===== src/design/cssr_pkg.sv =====
// Purpose: shared constants for the clock select, sleep and reset control
// Assumes: 32-bit AXI4-Lite register access, 20 MHz system clock
// Notes: offsets are byte addresses of aligned words
package cssr_pkg;
    // Clock and timing
    localparam int unsigned CLK_HZ = 20_000_000;
    localparam int unsigned CLK_PERIOD_NS = 50;
    localparam int unsigned RESET_MIN_NS = 500;
    // Least time rounds up to whole cycles
    localparam int unsigned RESET_MIN_CYC =
        (RESET_MIN_NS + CLK_PERIOD_NS - 1) / CLK_PERIOD_NS;
    localparam int unsigned INT_RC_HZ = 1_000_000;
    localparam int unsigned INT_RC_DIV = CLK_HZ / INT_RC_HZ;

    // Register offsets
    localparam logic [7:0] OFS_CLKCFG = 8'h00;
    localparam logic [7:0] OFS_SLEEP = 8'h04;
    localparam logic [7:0] OFS_STATUS = 8'h08;

    // Field positions
    localparam int unsigned SLEEP_MODE_LSB = 0;
    localparam int unsigned SLEEP_EN_BIT = 2;
    localparam int unsigned STAT_SRC_LSB = 0;
    localparam int unsigned STAT_ASLEEP_BIT = 4;
    localparam int unsigned STAT_MODE_LSB = 5;
    localparam int unsigned STAT_PORTZ_BIT = 7;

    // Reset values; unprogrammed bits read one, 0010 selects internal RC
    localparam logic [3:0] CLKSRC_DEFAULT = 4'h2;
    localparam logic [31:0] SLEEP_RESET = 32'h0000_0000;

    // AXI responses
    localparam logic [1:0] RESP_OKAY = 2'b00;
    localparam logic [1:0] RESP_SLVERR = 2'b10;

    typedef enum logic [2:0] {
        CSSR_SRC_XTAL,
        CSSR_SRC_LFXTAL,
        CSSR_SRC_EXTRC,
        CSSR_SRC_INTRC,
        CSSR_SRC_EXTCLK
    } cssr_src_t;

    typedef enum logic [1:0] {
        CSSR_SLP_IDLE,
        CSSR_SLP_ADCNR,
        CSSR_SLP_PWRDN,
        CSSR_SLP_PWRSAVE
    } cssr_sleep_t;
endpackage : cssr_pkg


===== src/design/cssr_ctrl.sv =====
// Purpose: clock source decode, sleep mode control and reset pin handling
// Assumes: AXI4-Lite slave on aclk, one clock, synchronous aresetn
// Notes: clock gates are enables to downstream logic, not real gated clocks
//
// Added by the designer: the address map and register access over AXI4-Lite.
`timescale 1ns/1ps
module cssr_ctrl #(
    parameter int unsigned RC_DIV = cssr_pkg::INT_RC_DIV,
    parameter int unsigned RST_CYC = cssr_pkg::RESET_MIN_CYC
) (
    // Clock and reset
    input wire logic aclk,
    input wire logic aresetn,
    // AXI4-Lite write address
    input wire logic [7:0] s_axi_awaddr,
    input wire logic s_axi_awvalid,
    output logic s_axi_awready,
    // AXI4-Lite write data
    input wire logic [31:0] s_axi_wdata,
    input wire logic [3:0] s_axi_wstrb,
    input wire logic s_axi_wvalid,
    output logic s_axi_wready,
    // AXI4-Lite write response
    output logic [1:0] s_axi_bresp,
    output logic s_axi_bvalid,
    input wire logic s_axi_bready,
    // AXI4-Lite read address
    input wire logic [7:0] s_axi_araddr,
    input wire logic s_axi_arvalid,
    output logic s_axi_arready,
    // AXI4-Lite read data
    output logic [31:0] s_axi_rdata,
    output logic [1:0] s_axi_rresp,
    output logic s_axi_rvalid,
    input wire logic s_axi_rready,
    // Core events
    input wire logic sleep_instr,
    input wire logic wake_irq,
    // External reset pin
    input wire logic ext_reset_n,
    // Clock source and enables
    output logic [4:0] clk_src_onehot,
    output logic int_rc_tick,
    output logic osc_run,
    output logic cpu_clk_en,
    output logic mem_clk_en,
    output logic timer_clk_en,
    output logic spi_clk_en,
    output logic irq_clk_en,
    output logic async_timer_en,
    output logic adc_clk_en,
    output logic io_clk_en,
    // Reset and pins
    output logic sys_reset,
    output logic port_hiz
);
    // Field decode shared by status and source outputs
    function automatic cssr_pkg::cssr_src_t src_decode(input logic [3:0] f);
        // Programmed bits read zero, so low codes mean programmed fuses
        if (f >= 4'hA) src_decode = cssr_pkg::CSSR_SRC_XTAL;
        else if (f >= 4'h8) src_decode = cssr_pkg::CSSR_SRC_LFXTAL;
        else if (f >= 4'h5) src_decode = cssr_pkg::CSSR_SRC_EXTRC;
        else if (f >= 4'h2) src_decode = cssr_pkg::CSSR_SRC_INTRC;
        else src_decode = cssr_pkg::CSSR_SRC_EXTCLK;
    endfunction : src_decode

    logic reset_req;
    logic pin_hiz;

    // Reset pin qualification
    cssr_reset_filter #(
        .MIN_CYC(RST_CYC)
    ) u_rst (
        .aclk(aclk),
        .aresetn(aresetn),
        .ext_reset_n(ext_reset_n),
        .reset_req(reset_req),
        .port_hiz(pin_hiz)
    );

    // Register state
    logic [3:0] clk_src_select;
    logic [3:0] next_clk_src_select;
    cssr_pkg::cssr_sleep_t sleep_mode;
    cssr_pkg::cssr_sleep_t next_sleep_mode;
    logic sleep_en;
    logic next_sleep_en;
    logic asleep;
    logic next_asleep;
    // Bus state
    logic aw_held, next_aw_held, w_held, next_w_held;
    logic [7:0] aw_addr, next_aw_addr;
    logic [31:0] w_data, next_w_data;
    logic [3:0] w_strb, next_w_strb;
    logic bvalid, next_bvalid, rvalid, next_rvalid;
    logic [1:0] bresp, next_bresp, rresp, next_rresp;
    logic [31:0] rdata, next_rdata;
    logic do_write;
    cssr_pkg::cssr_src_t src;

    assign src = src_decode(clk_src_select);
    assign do_write = aw_held && w_held && !bvalid;

    // Write channel: address and data taken in either order
    always_comb begin
        next_aw_held = aw_held;
        next_w_held = w_held;
        next_aw_addr = aw_addr;
        next_w_data = w_data;
        next_w_strb = w_strb;
        next_bvalid = bvalid;
        next_bresp = bresp;
        next_clk_src_select = clk_src_select;
        next_sleep_mode = sleep_mode;
        next_sleep_en = sleep_en;
        if (s_axi_awvalid && s_axi_awready) begin
            next_aw_held = 1'b1;
            next_aw_addr = s_axi_awaddr;
        end
        if (s_axi_wvalid && s_axi_wready) begin
            next_w_held = 1'b1;
            next_w_data = s_axi_wdata;
            next_w_strb = s_axi_wstrb;
        end
        if (bvalid && s_axi_bready) begin
            next_bvalid = 1'b0;
        end
        if (do_write) begin
            next_aw_held = 1'b0;
            next_w_held = 1'b0;
            next_bvalid = 1'b1;
            next_bresp = cssr_pkg::RESP_OKAY;
            case ({aw_addr[7:2], 2'b00})
                cssr_pkg::OFS_CLKCFG: begin
                    if (w_strb[0]) begin
                        next_clk_src_select = w_data[3:0];
                    end
                end
                cssr_pkg::OFS_SLEEP: begin
                    if (w_strb[0]) begin
                        // Two-bit field: always exactly one mode held
                        next_sleep_mode = cssr_pkg::cssr_sleep_t'(
                            w_data[cssr_pkg::SLEEP_MODE_LSB +: 2]);
                        next_sleep_en = w_data[cssr_pkg::SLEEP_EN_BIT];
                    end
                end
                cssr_pkg::OFS_STATUS: ; // Read only, write ignored
                default: next_bresp = cssr_pkg::RESP_SLVERR;
            endcase
        end
    end

    // Read channel, one read in flight
    always_comb begin
        next_rvalid = rvalid;
        next_rdata = rdata;
        next_rresp = rresp;
        if (rvalid && s_axi_rready) begin
            next_rvalid = 1'b0;
        end
        if (s_axi_arvalid && s_axi_arready) begin
            next_rvalid = 1'b1;
            next_rresp = cssr_pkg::RESP_OKAY;
            next_rdata = 32'h0000_0000;
            case ({s_axi_araddr[7:2], 2'b00})
                cssr_pkg::OFS_CLKCFG: next_rdata[3:0] = clk_src_select;
                cssr_pkg::OFS_SLEEP: begin
                    next_rdata[cssr_pkg::SLEEP_MODE_LSB +: 2] = sleep_mode;
                    next_rdata[cssr_pkg::SLEEP_EN_BIT] = sleep_en;
                end
                cssr_pkg::OFS_STATUS: begin
                    next_rdata[cssr_pkg::STAT_SRC_LSB +: 3] = src;
                    next_rdata[cssr_pkg::STAT_ASLEEP_BIT] = asleep;
                    next_rdata[cssr_pkg::STAT_MODE_LSB +: 2] = sleep_mode;
                    next_rdata[cssr_pkg::STAT_PORTZ_BIT] = port_hiz;
                end
                default: next_rresp = cssr_pkg::RESP_SLVERR;
            endcase
        end
    end

    // Sleep state: enter on the instruction, leave on wake or reset
    always_comb begin
        next_asleep = asleep;
        if (!asleep && sleep_instr && sleep_en) begin
            next_asleep = 1'b1;
        end else if (asleep && wake_irq) begin
            next_asleep = 1'b0;
        end
    end

    // Internal RC tick divider
    localparam int unsigned DW = $clog2(RC_DIV + 1);
    logic [DW-1:0] rc_cnt, next_rc_cnt;
    logic next_rc_tick;
    always_comb begin
        next_rc_cnt = rc_cnt + DW'(1);
        next_rc_tick = 1'b0;
        if (rc_cnt >= DW'(RC_DIV - 1)) begin
            next_rc_cnt = '0;
            // Tick only when the internal RC is the chosen source
            next_rc_tick = (src == cssr_pkg::CSSR_SRC_INTRC);
        end
    end

    // Enables per mode; awake means all run
    logic n_osc, n_cpu, n_mem, n_tmr, n_spi, n_irq, n_atmr, n_adc, n_io;
    always_comb begin
        n_osc = 1'b1;
        n_cpu = 1'b1;
        n_mem = 1'b1;
        n_tmr = 1'b1;
        n_spi = 1'b1;
        n_irq = 1'b1;
        n_atmr = 1'b1;
        n_adc = 1'b1;
        n_io = 1'b1;
        if (next_asleep) begin
            n_cpu = 1'b0;
            case (sleep_mode)
                cssr_pkg::CSSR_SLP_IDLE: begin
                    n_adc = 1'b1;
                end
                cssr_pkg::CSSR_SLP_ADCNR: begin
                    {n_mem, n_tmr, n_spi, n_io} = 4'h0;
                    n_irq = 1'b1; // Wake logic must still see events
                end
                cssr_pkg::CSSR_SLP_PWRDN: begin
                    {n_osc, n_mem, n_tmr, n_spi, n_io} = 5'h00;
                    {n_atmr, n_adc} = 2'b00;
                end
                cssr_pkg::CSSR_SLP_PWRSAVE: begin
                    {n_osc, n_mem, n_tmr, n_spi, n_io} = 5'h00;
                    n_adc = 1'b0;
                    n_atmr = 1'b1;
                end
                default: n_cpu = 1'b0;
            endcase
        end
    end

    always_ff @(posedge aclk) begin
        if (!aresetn || reset_req) begin
            clk_src_select <= cssr_pkg::CLKSRC_DEFAULT;
            sleep_mode <= cssr_pkg::CSSR_SLP_IDLE;
            sleep_en <= 1'b0;
            asleep <= 1'b0;
            aw_held <= 1'b0;
            w_held <= 1'b0;
            aw_addr <= 8'h00;
            w_data <= 32'h0000_0000;
            w_strb <= 4'h0;
            bvalid <= 1'b0;
            bresp <= cssr_pkg::RESP_OKAY;
            rvalid <= 1'b0;
            rresp <= cssr_pkg::RESP_OKAY;
            rdata <= 32'h0000_0000;
            rc_cnt <= '0;
            int_rc_tick <= 1'b0;
            {osc_run, cpu_clk_en, mem_clk_en, timer_clk_en} <= 4'h0;
            {spi_clk_en, irq_clk_en, async_timer_en} <= 3'h0;
            {adc_clk_en, io_clk_en} <= 2'h0;
            clk_src_onehot <= 5'h00;
        end else begin
            clk_src_select <= next_clk_src_select;
            sleep_mode <= next_sleep_mode;
            sleep_en <= next_sleep_en;
            asleep <= next_asleep;
            aw_held <= next_aw_held;
            w_held <= next_w_held;
            aw_addr <= next_aw_addr;
            w_data <= next_w_data;
            w_strb <= next_w_strb;
            bvalid <= next_bvalid;
            bresp <= next_bresp;
            rvalid <= next_rvalid;
            rresp <= next_rresp;
            rdata <= next_rdata;
            rc_cnt <= next_rc_cnt;
            int_rc_tick <= next_rc_tick;
            osc_run <= n_osc;
            cpu_clk_en <= n_cpu;
            mem_clk_en <= n_mem;
            timer_clk_en <= n_tmr;
            spi_clk_en <= n_spi;
            irq_clk_en <= n_irq;
            async_timer_en <= n_atmr;
            adc_clk_en <= n_adc;
            io_clk_en <= n_io;
            clk_src_onehot <= 5'(5'h01 << src_decode(next_clk_src_select));
        end
    end

    // Bus outputs: ready while the holding slot is empty; a pin reset
    // closes the slots from its second edge; a request still held or taken on its first edge is lost
    always_ff @(posedge aclk) begin
        if (!aresetn || reset_req) begin
            s_axi_awready <= 1'b0;
            s_axi_wready <= 1'b0;
            s_axi_arready <= 1'b0;
        end else begin
            s_axi_awready <= !next_aw_held;
            s_axi_wready <= !next_w_held;
            s_axi_arready <= !next_rvalid;
        end
    end

    assign s_axi_bvalid = bvalid;
    assign s_axi_bresp = bresp;
    assign s_axi_rvalid = rvalid;
    assign s_axi_rdata = rdata;
    assign s_axi_rresp = rresp;

    // Reset outputs pass straight from the pin so no clock is needed
    assign sys_reset = reset_req;
    assign port_hiz = pin_hiz;
endmodule : cssr_ctrl


===== src/design/cssr_reset_filter.sv =====
// Purpose: qualify the external reset pin and hold ports in high impedance
// Assumes: pin is synchronous to aclk; clockless path is combinational
// Notes: pulses of at least the minimum width always give a reset
`timescale 1ns/1ps
module cssr_reset_filter #(
    parameter int unsigned MIN_CYC = cssr_pkg::RESET_MIN_CYC
) (
    // Clock and bus reset
    input wire logic aclk,
    input wire logic aresetn,
    // External reset pin
    input wire logic ext_reset_n,
    // Qualified result
    output logic reset_req,
    output logic port_hiz
);
    localparam int unsigned CW = $clog2(MIN_CYC + 1);
    logic [CW-1:0] low_cnt;
    logic [CW-1:0] next_low_cnt;
    logic held;
    logic next_held;

    // Count low cycles; release clears the count
    always_comb begin
        next_low_cnt = low_cnt;
        next_held = held;
        if (ext_reset_n) begin
            next_low_cnt = '0;
            next_held = 1'b0;
        end else if (low_cnt < CW'(MIN_CYC)) begin
            next_low_cnt = low_cnt + CW'(1);
        end else begin
            next_held = 1'b1;
        end
    end

    always_ff @(posedge aclk) begin
        if (!aresetn) begin
            low_cnt <= '0;
            held <= 1'b0;
        end else begin
            low_cnt <= next_low_cnt;
            held <= next_held;
        end
    end

    // Pin low reaches the reset directly, so no clock is needed
    assign reset_req = held | ~ext_reset_n;
    assign port_hiz = ~ext_reset_n | ~aresetn;
endmodule : cssr_reset_filter


===== config.mk =====
export PLATFORM = sky130hd
export DESIGN_NAME = cssr_ctrl
export DESIGN_NICKNAME = d
export VERILOG_FILES = /design/src/design/cssr_pkg.sv /design/src/design/cssr_ctrl.sv /design/src/design/cssr_reset_filter.sv
export SDC_FILE = /design/constraint.sdc
export NUM_CORES = 1
export LEC_CHECK = 0
export ABC_AREA = 1
export ABC_CLOCK_PERIOD_IN_PS = 1800
export BUFFER_PORTS_ARGS = -buffer_cell sky130_fd_sc_hd__buf_4
export CAP_MARGIN = 20
export CORE_MARGIN = 8
export CORE_UTILIZATION = 46
export CTS_CLUSTER_DIAMETER = 30
export DETAILED_ROUTE_END_ITERATION = 8
export GPL_TIMING_DRIVEN = 1
export PLACE_DENSITY_LB_ADDON = 0.25
export SLEW_MARGIN = 10
export SYNTH_ARGS = -nofsm -noshare
export SYNTH_HDL_FRONTEND = slang
export SYNTH_SLANG_ARGS = --single-unit

===== constraint.sdc =====
create_clock -name aclk -period 1.8 [get_ports aclk]
set_input_delay 0.09 -clock aclk [delete_from_list [all_inputs] [get_ports aclk]]
set_output_delay 0.09 -clock aclk [all_outputs]
set_load 0.005 [all_outputs]

Word level (Yosys, flattened, before mapping)
Index checks and enable logic that the tools add are counted.
- register bits: 61
- logic and storage cells: 116
- bitwise logic cells: 5
- add/sub/neg operators: 2
- reduce and logical (&&, ||, !) cells: 28
- equal/unequal tests: 8
- shift operators: 1
- multiplexer cells: 35
- magnitude comparators: 10
- operator list (cell ; count):
    3-bit two-way mux ; 9
    1-bit two-way mux ; 19
    4-bit greater-or-equal comparator (second input constant) ; 4
    4-bit two-way mux ; 4
    6-bit by 1-bit equality test with 1-bit output (second input constant) ; 2
    6-bit by 2-bit equality test with 1-bit output (second input constant) ; 2
    6-bit logical NOT ; 2
    1-bit logical AND ; 10
    3-bit case mux with 3 select lines ; 1
    3-bit OR reduction ; 3
    4-bit by 2-bit greater-or-equal comparator with 1-bit output (second input constant) ; 2
    4-bit by 3-bit greater-or-equal comparator with 1-bit output (second input constant) ; 2
    2-bit OR reduction ; 4
    1-bit logical NOT ; 6
    5-bit by 1-bit adder with 5-bit output (second input constant) ; 1
    5-bit greater-or-equal comparator (second input constant) ; 1
    1-bit by 3-bit << shifter with 5-bit output (first input constant) ; 1
    4-bit by 1-bit adder with 4-bit output (second input constant) ; 1
    2-bit equality test (second input constant) ; 2
    4-bit less-than comparator (second input constant) ; 1
    2-bit two-way mux ; 2
    3-bit by 2-bit equality test with 1-bit output (second input constant) ; 1
    1-bit NOT ; 3
    3-bit AND reduction ; 1
    other kinds (4) ; 5

Depth between registers and ports, before layout
- word-level depth: 10
- mapped depth: 9
- gate-level depth less buffers: 9

Hierarchy
Synthesis repeated with hierarchy kept, for this count alone.
- cell total of the unflattened synthesis: 331
- area total of the unflattened synthesis: 2516.2 um2
- modules (own cells, without submodules) (module ; instances ; cells each ; area an instance (um2)):
    cssr_ctrl ; 1 ; 302 ; 2294.7
    cssr_reset_filter ; 1 ; 29 ; 221.5

Least setup slack after synthesis
No wires, ideal clock.
- kind: register to register
- start point: register rc_cnt[0]
- end point: register rc_cnt[0]
- required time: 1.734 ns
- slack: 0.536 ns
- cell stages (with the launch flop): 6
- clock period less this slack: 1.264 ns
- arrival: 1.199 ns
- path buffers: 0
- cell sequence: dfxtp_1 -> ha_1 -> or2_1 -> o31ai_1 -> nand2_1 -> nor2_1
- longest elaborated chain between the ends: 2
- elaborated cells between the ends (all ways): 3
- those cells by class: add/sub (1); order compare (1); reduce/logical (1)
- RTL lines (element ; line ; RTL):
    start: declaration ; cssr_ctrl.sv:194 ; logic [DW-1:0] rc_cnt, next_rc_cnt;
    start signal: assignment ; cssr_ctrl.sv:279 ; rc_cnt <= next_rc_cnt;
    5-bit greater-or-equal comparator ; cssr_ctrl.sv:199 ; if (rc_cnt >= DW'(RC_DIV - 1)) begin
    2-bit OR reduction (no line) ; -- ;
Parallel ways exist; a longest one is shown, timed or not.
A chain may end at the register's enable or synchronous reset.

Final worst setup path
Same ends and word-level chain as after synthesis.

==> summary.txt <==
Run status
  – Status: finished, final reports clean

Critical path
  – Worst EP required: about 2 ns
  – CP endpoint kind: register
  – Kind of critical path: reg -> reg
  – Critical Path Source Type: register
  – CP max FO: 5
  – Arrival @ worst endpoint: between 1.5 and 2 ns

Global route
  – Largest net degree at the start of global routing: 26
  – Vias in the first global route: ~1.9k
  – Total grt overflow: 0
  – Initial antenna violation count: 0
  – Total global-route track usage: between 10% and 20%
  – First-pass GRT wire length: between 8000 and 9000 µm

Synthesis
  – Top_reg_cell synth: dfxtp_1
  – Seq/Total Area, Yosys: between 40% and 50%
  – Synth top area cells: dfxtp_1 (46%), nand2_1 (11%), buf_4 (9.4%)
  – Mapped Cells: between 300 and 400
  – Post-synth top area cell: dfxtp_1
  – Top cells by count, synth: nand2_1 (72), dfxtp_1 (57), buf_4 (31)
  – Ys Warns: 0
  – Ys async rst share: 0%
  – Register bit total from synthesis: 57
  – Top cell type's share of synthesized area: 46.2%
  – Synth Area per Inst: slightly below 8 µm²
  – Top-count cell post-synth: nand2_1
  – Post-synth EDFFs: 0
  – Syn Std Cell Area: roughly 2500 µm²
  – Count of different cell masters after synthesis: 23

STA
  – Final period util: slightly below 80%
  – Setup TNS: 0 ns
  – Fin. Hold Viols: 0
  – Endpoints failing setup: 0
  – Final Skew: about 0.0057 ns
  – Final setup margin: between 0.3 and 0.4 ns
  – Unrepaired setup endpoints after global routing: no
  – Crit path time final: approximately 1.4 ns
  – Max-slew violations: 0
  – Fmax: just over 700 MHz

Route
  – DRC: 0
  – DRT iter0 DRCs: slightly above 100
  – Total wire length: 5310 µm
  – Drt wl/cell: between 10 and 15 µm
  – Drt pass-1 iters: 4
  – Via-per-instance ratio: around 4.6
  – Vias post-DR: around 2.1k
  – DRT antenna net count: 0

Clock tree
  – CTS tree: done
  – Hold buffers post-CTS: 0
  – Clock Sinks: between 50 and 60
  – Clk buf depth: 2
  – Clk_lat worst skew: about 0.33 ns
  – CTS Root Cell: clkbuf_8
  – Post_cts resized: 0
  – CTS buffer count: 9
  – Number of H-tree levels: 3
  – Post-CTS setup buffers: 0
  – Clock transition at path regs: ~0.06 ns

Placement
  – Dpl hpwl: slightly below 4000 µm
  – Final RePlAce weighted congestion: 0.797
  – Pre-CTS setup slack: about 0.40 ns
  – Quantity of I/O buffers inserted on ports: 58

Layout
  – Final #Nets: around 440
  – Layout area overhead: 23.5%
  – Antenna Diode Count: 0
  – Share of cells above drive strength 1: 25.4%

Floorplan
  – Die X: roughly 89 µm
  – DIE AREA: ~8000 µm²
  – Initial core utilization: about half
  – Die Height: about 89 µm
  – IO Pins: 120
  – Core ar.: ~5000 µm²
  – Standard-cell rows: 26

Power
  – Leakage: around 1.4 nW
  – Pwr Density: a little under 900 nW/µm²
  – Max IR drop VDD: approximately 0.0007 V

Worst hold path
  – Hold Path Class: in -> reg

Job
  – Maxcap violations: 0
## path summary, 6_finish.rpt
check	start	to	slack, ns	depth (start not counted)
max	rc_cnt[0]	rc_cnt[0]	0.39	5
min	s_axi_awaddr[7]	aw_addr[7]	0.01	3
max reg2reg	rc_cnt[0]	rc_cnt[0]	0.39	5
min reg2reg	rc_cnt[0]	rc_cnt[0]	0.45	1
## kinds of logic (layout without fill, tap and decap cells)
family / after synthesis / count (layout) / share of synthesized area (%)
AO/OA/AOI/OAI: 53 / 53 / 11.9
other: 1 / 26 / 0.152
adder cells (fa/ha/maj): 2 / 2 / 1.01
flip-flops: 57 / 57 / 46.2
buffers and inverters: 67 / 107 / 15.1
XOR/XNOR: 2 / 2 / 0.709
AND/OR/NAND/NOR: 135 / 135 / 25.0
## routing by layer
metal	vias up	part of all wire [%]	track usage [%]
li1	1073	-	-
met1	931	45	16.0
met2	56	45	20.4
met3	6	8.4	4.69
met4	0	1.3	8.61
met5	-	0	0
## registers in the layout (all words and copies together), names as in the netlist, 2 cells and up
name            flops
s_axi_rdata         8
aw_addr             6
clk_src_onehot      5
rc_cnt              5
clk_src_select      4
u_rst.low_cnt       4
w_data              4
sleep_mode          2
## cell usage in the layout, fill, tap and decap left out
master,n
a21oi_1,27
a21oi_2,4
nand3_1,8
inv_2,2
nand4_1,8
nor2_2,7
clkinv_2,1
nand2_1,72
nand2_2,4
buf_4,59
conb_1,26
nor2_1,26
nand3_2,4
ha_1,2
or2_1,1
xor2_1,2
nor2_4,3
clkbuf_8,12
inv_1,30
dfxtp_1,57
o31ai_1,1
nor3_1,2
o21a_1,4
o21ai_0,17
bufinv_16,1
clkbuf_1,2
## area by class of cell
class | count | area (µm²)
tap | 70 | 87.6
clock buffer | 14 | 173
timing repair buffer | 59 | 443
clock inverter | 2 | 35.0
inverter | 32 | 120
sequential | 57 | 1140
multi-input combinational | 218 | 1050
fill | 489 | 2090
## power by group
part	internal, mW	leakage (nW)	switching [mW]	total [mW]
clock network	0.752	0.107	0.482	1.23
logic	0.0832	0.833	0.0953	0.179
registers	1.28	0.463	0.0134	1.30
## metrics by stage
stage | util (%) | instances | hold slack (ns) | power [mW] | instance area, µm²
detailed placement | 55.3 | 436 | 0.354 | 1.50 | 2840
floorplan | - | 342 | 0.225 | 1.46 | 2560
global route | 59.3 | 452 | 0.0145 | 2.82 | 3050
CTS | 59.3 | 452 | 0.00140 | 2.75 | 3050
global placement | 55.3 | 436 | 0.345 | 1.50 | 2840
finish | 59.3 | 452 | 0.0145 | 2.71 | 3050
## worst max-delay path, stage by stage (launching register included)
cell     delay (ns)
dfxtp_1        0.32
ha_1           0.22
or2_1          0.23
o31ai_1        0.26
nand2_1        0.19
nor2_1         0.12
(Power assumes the default switching activity.)
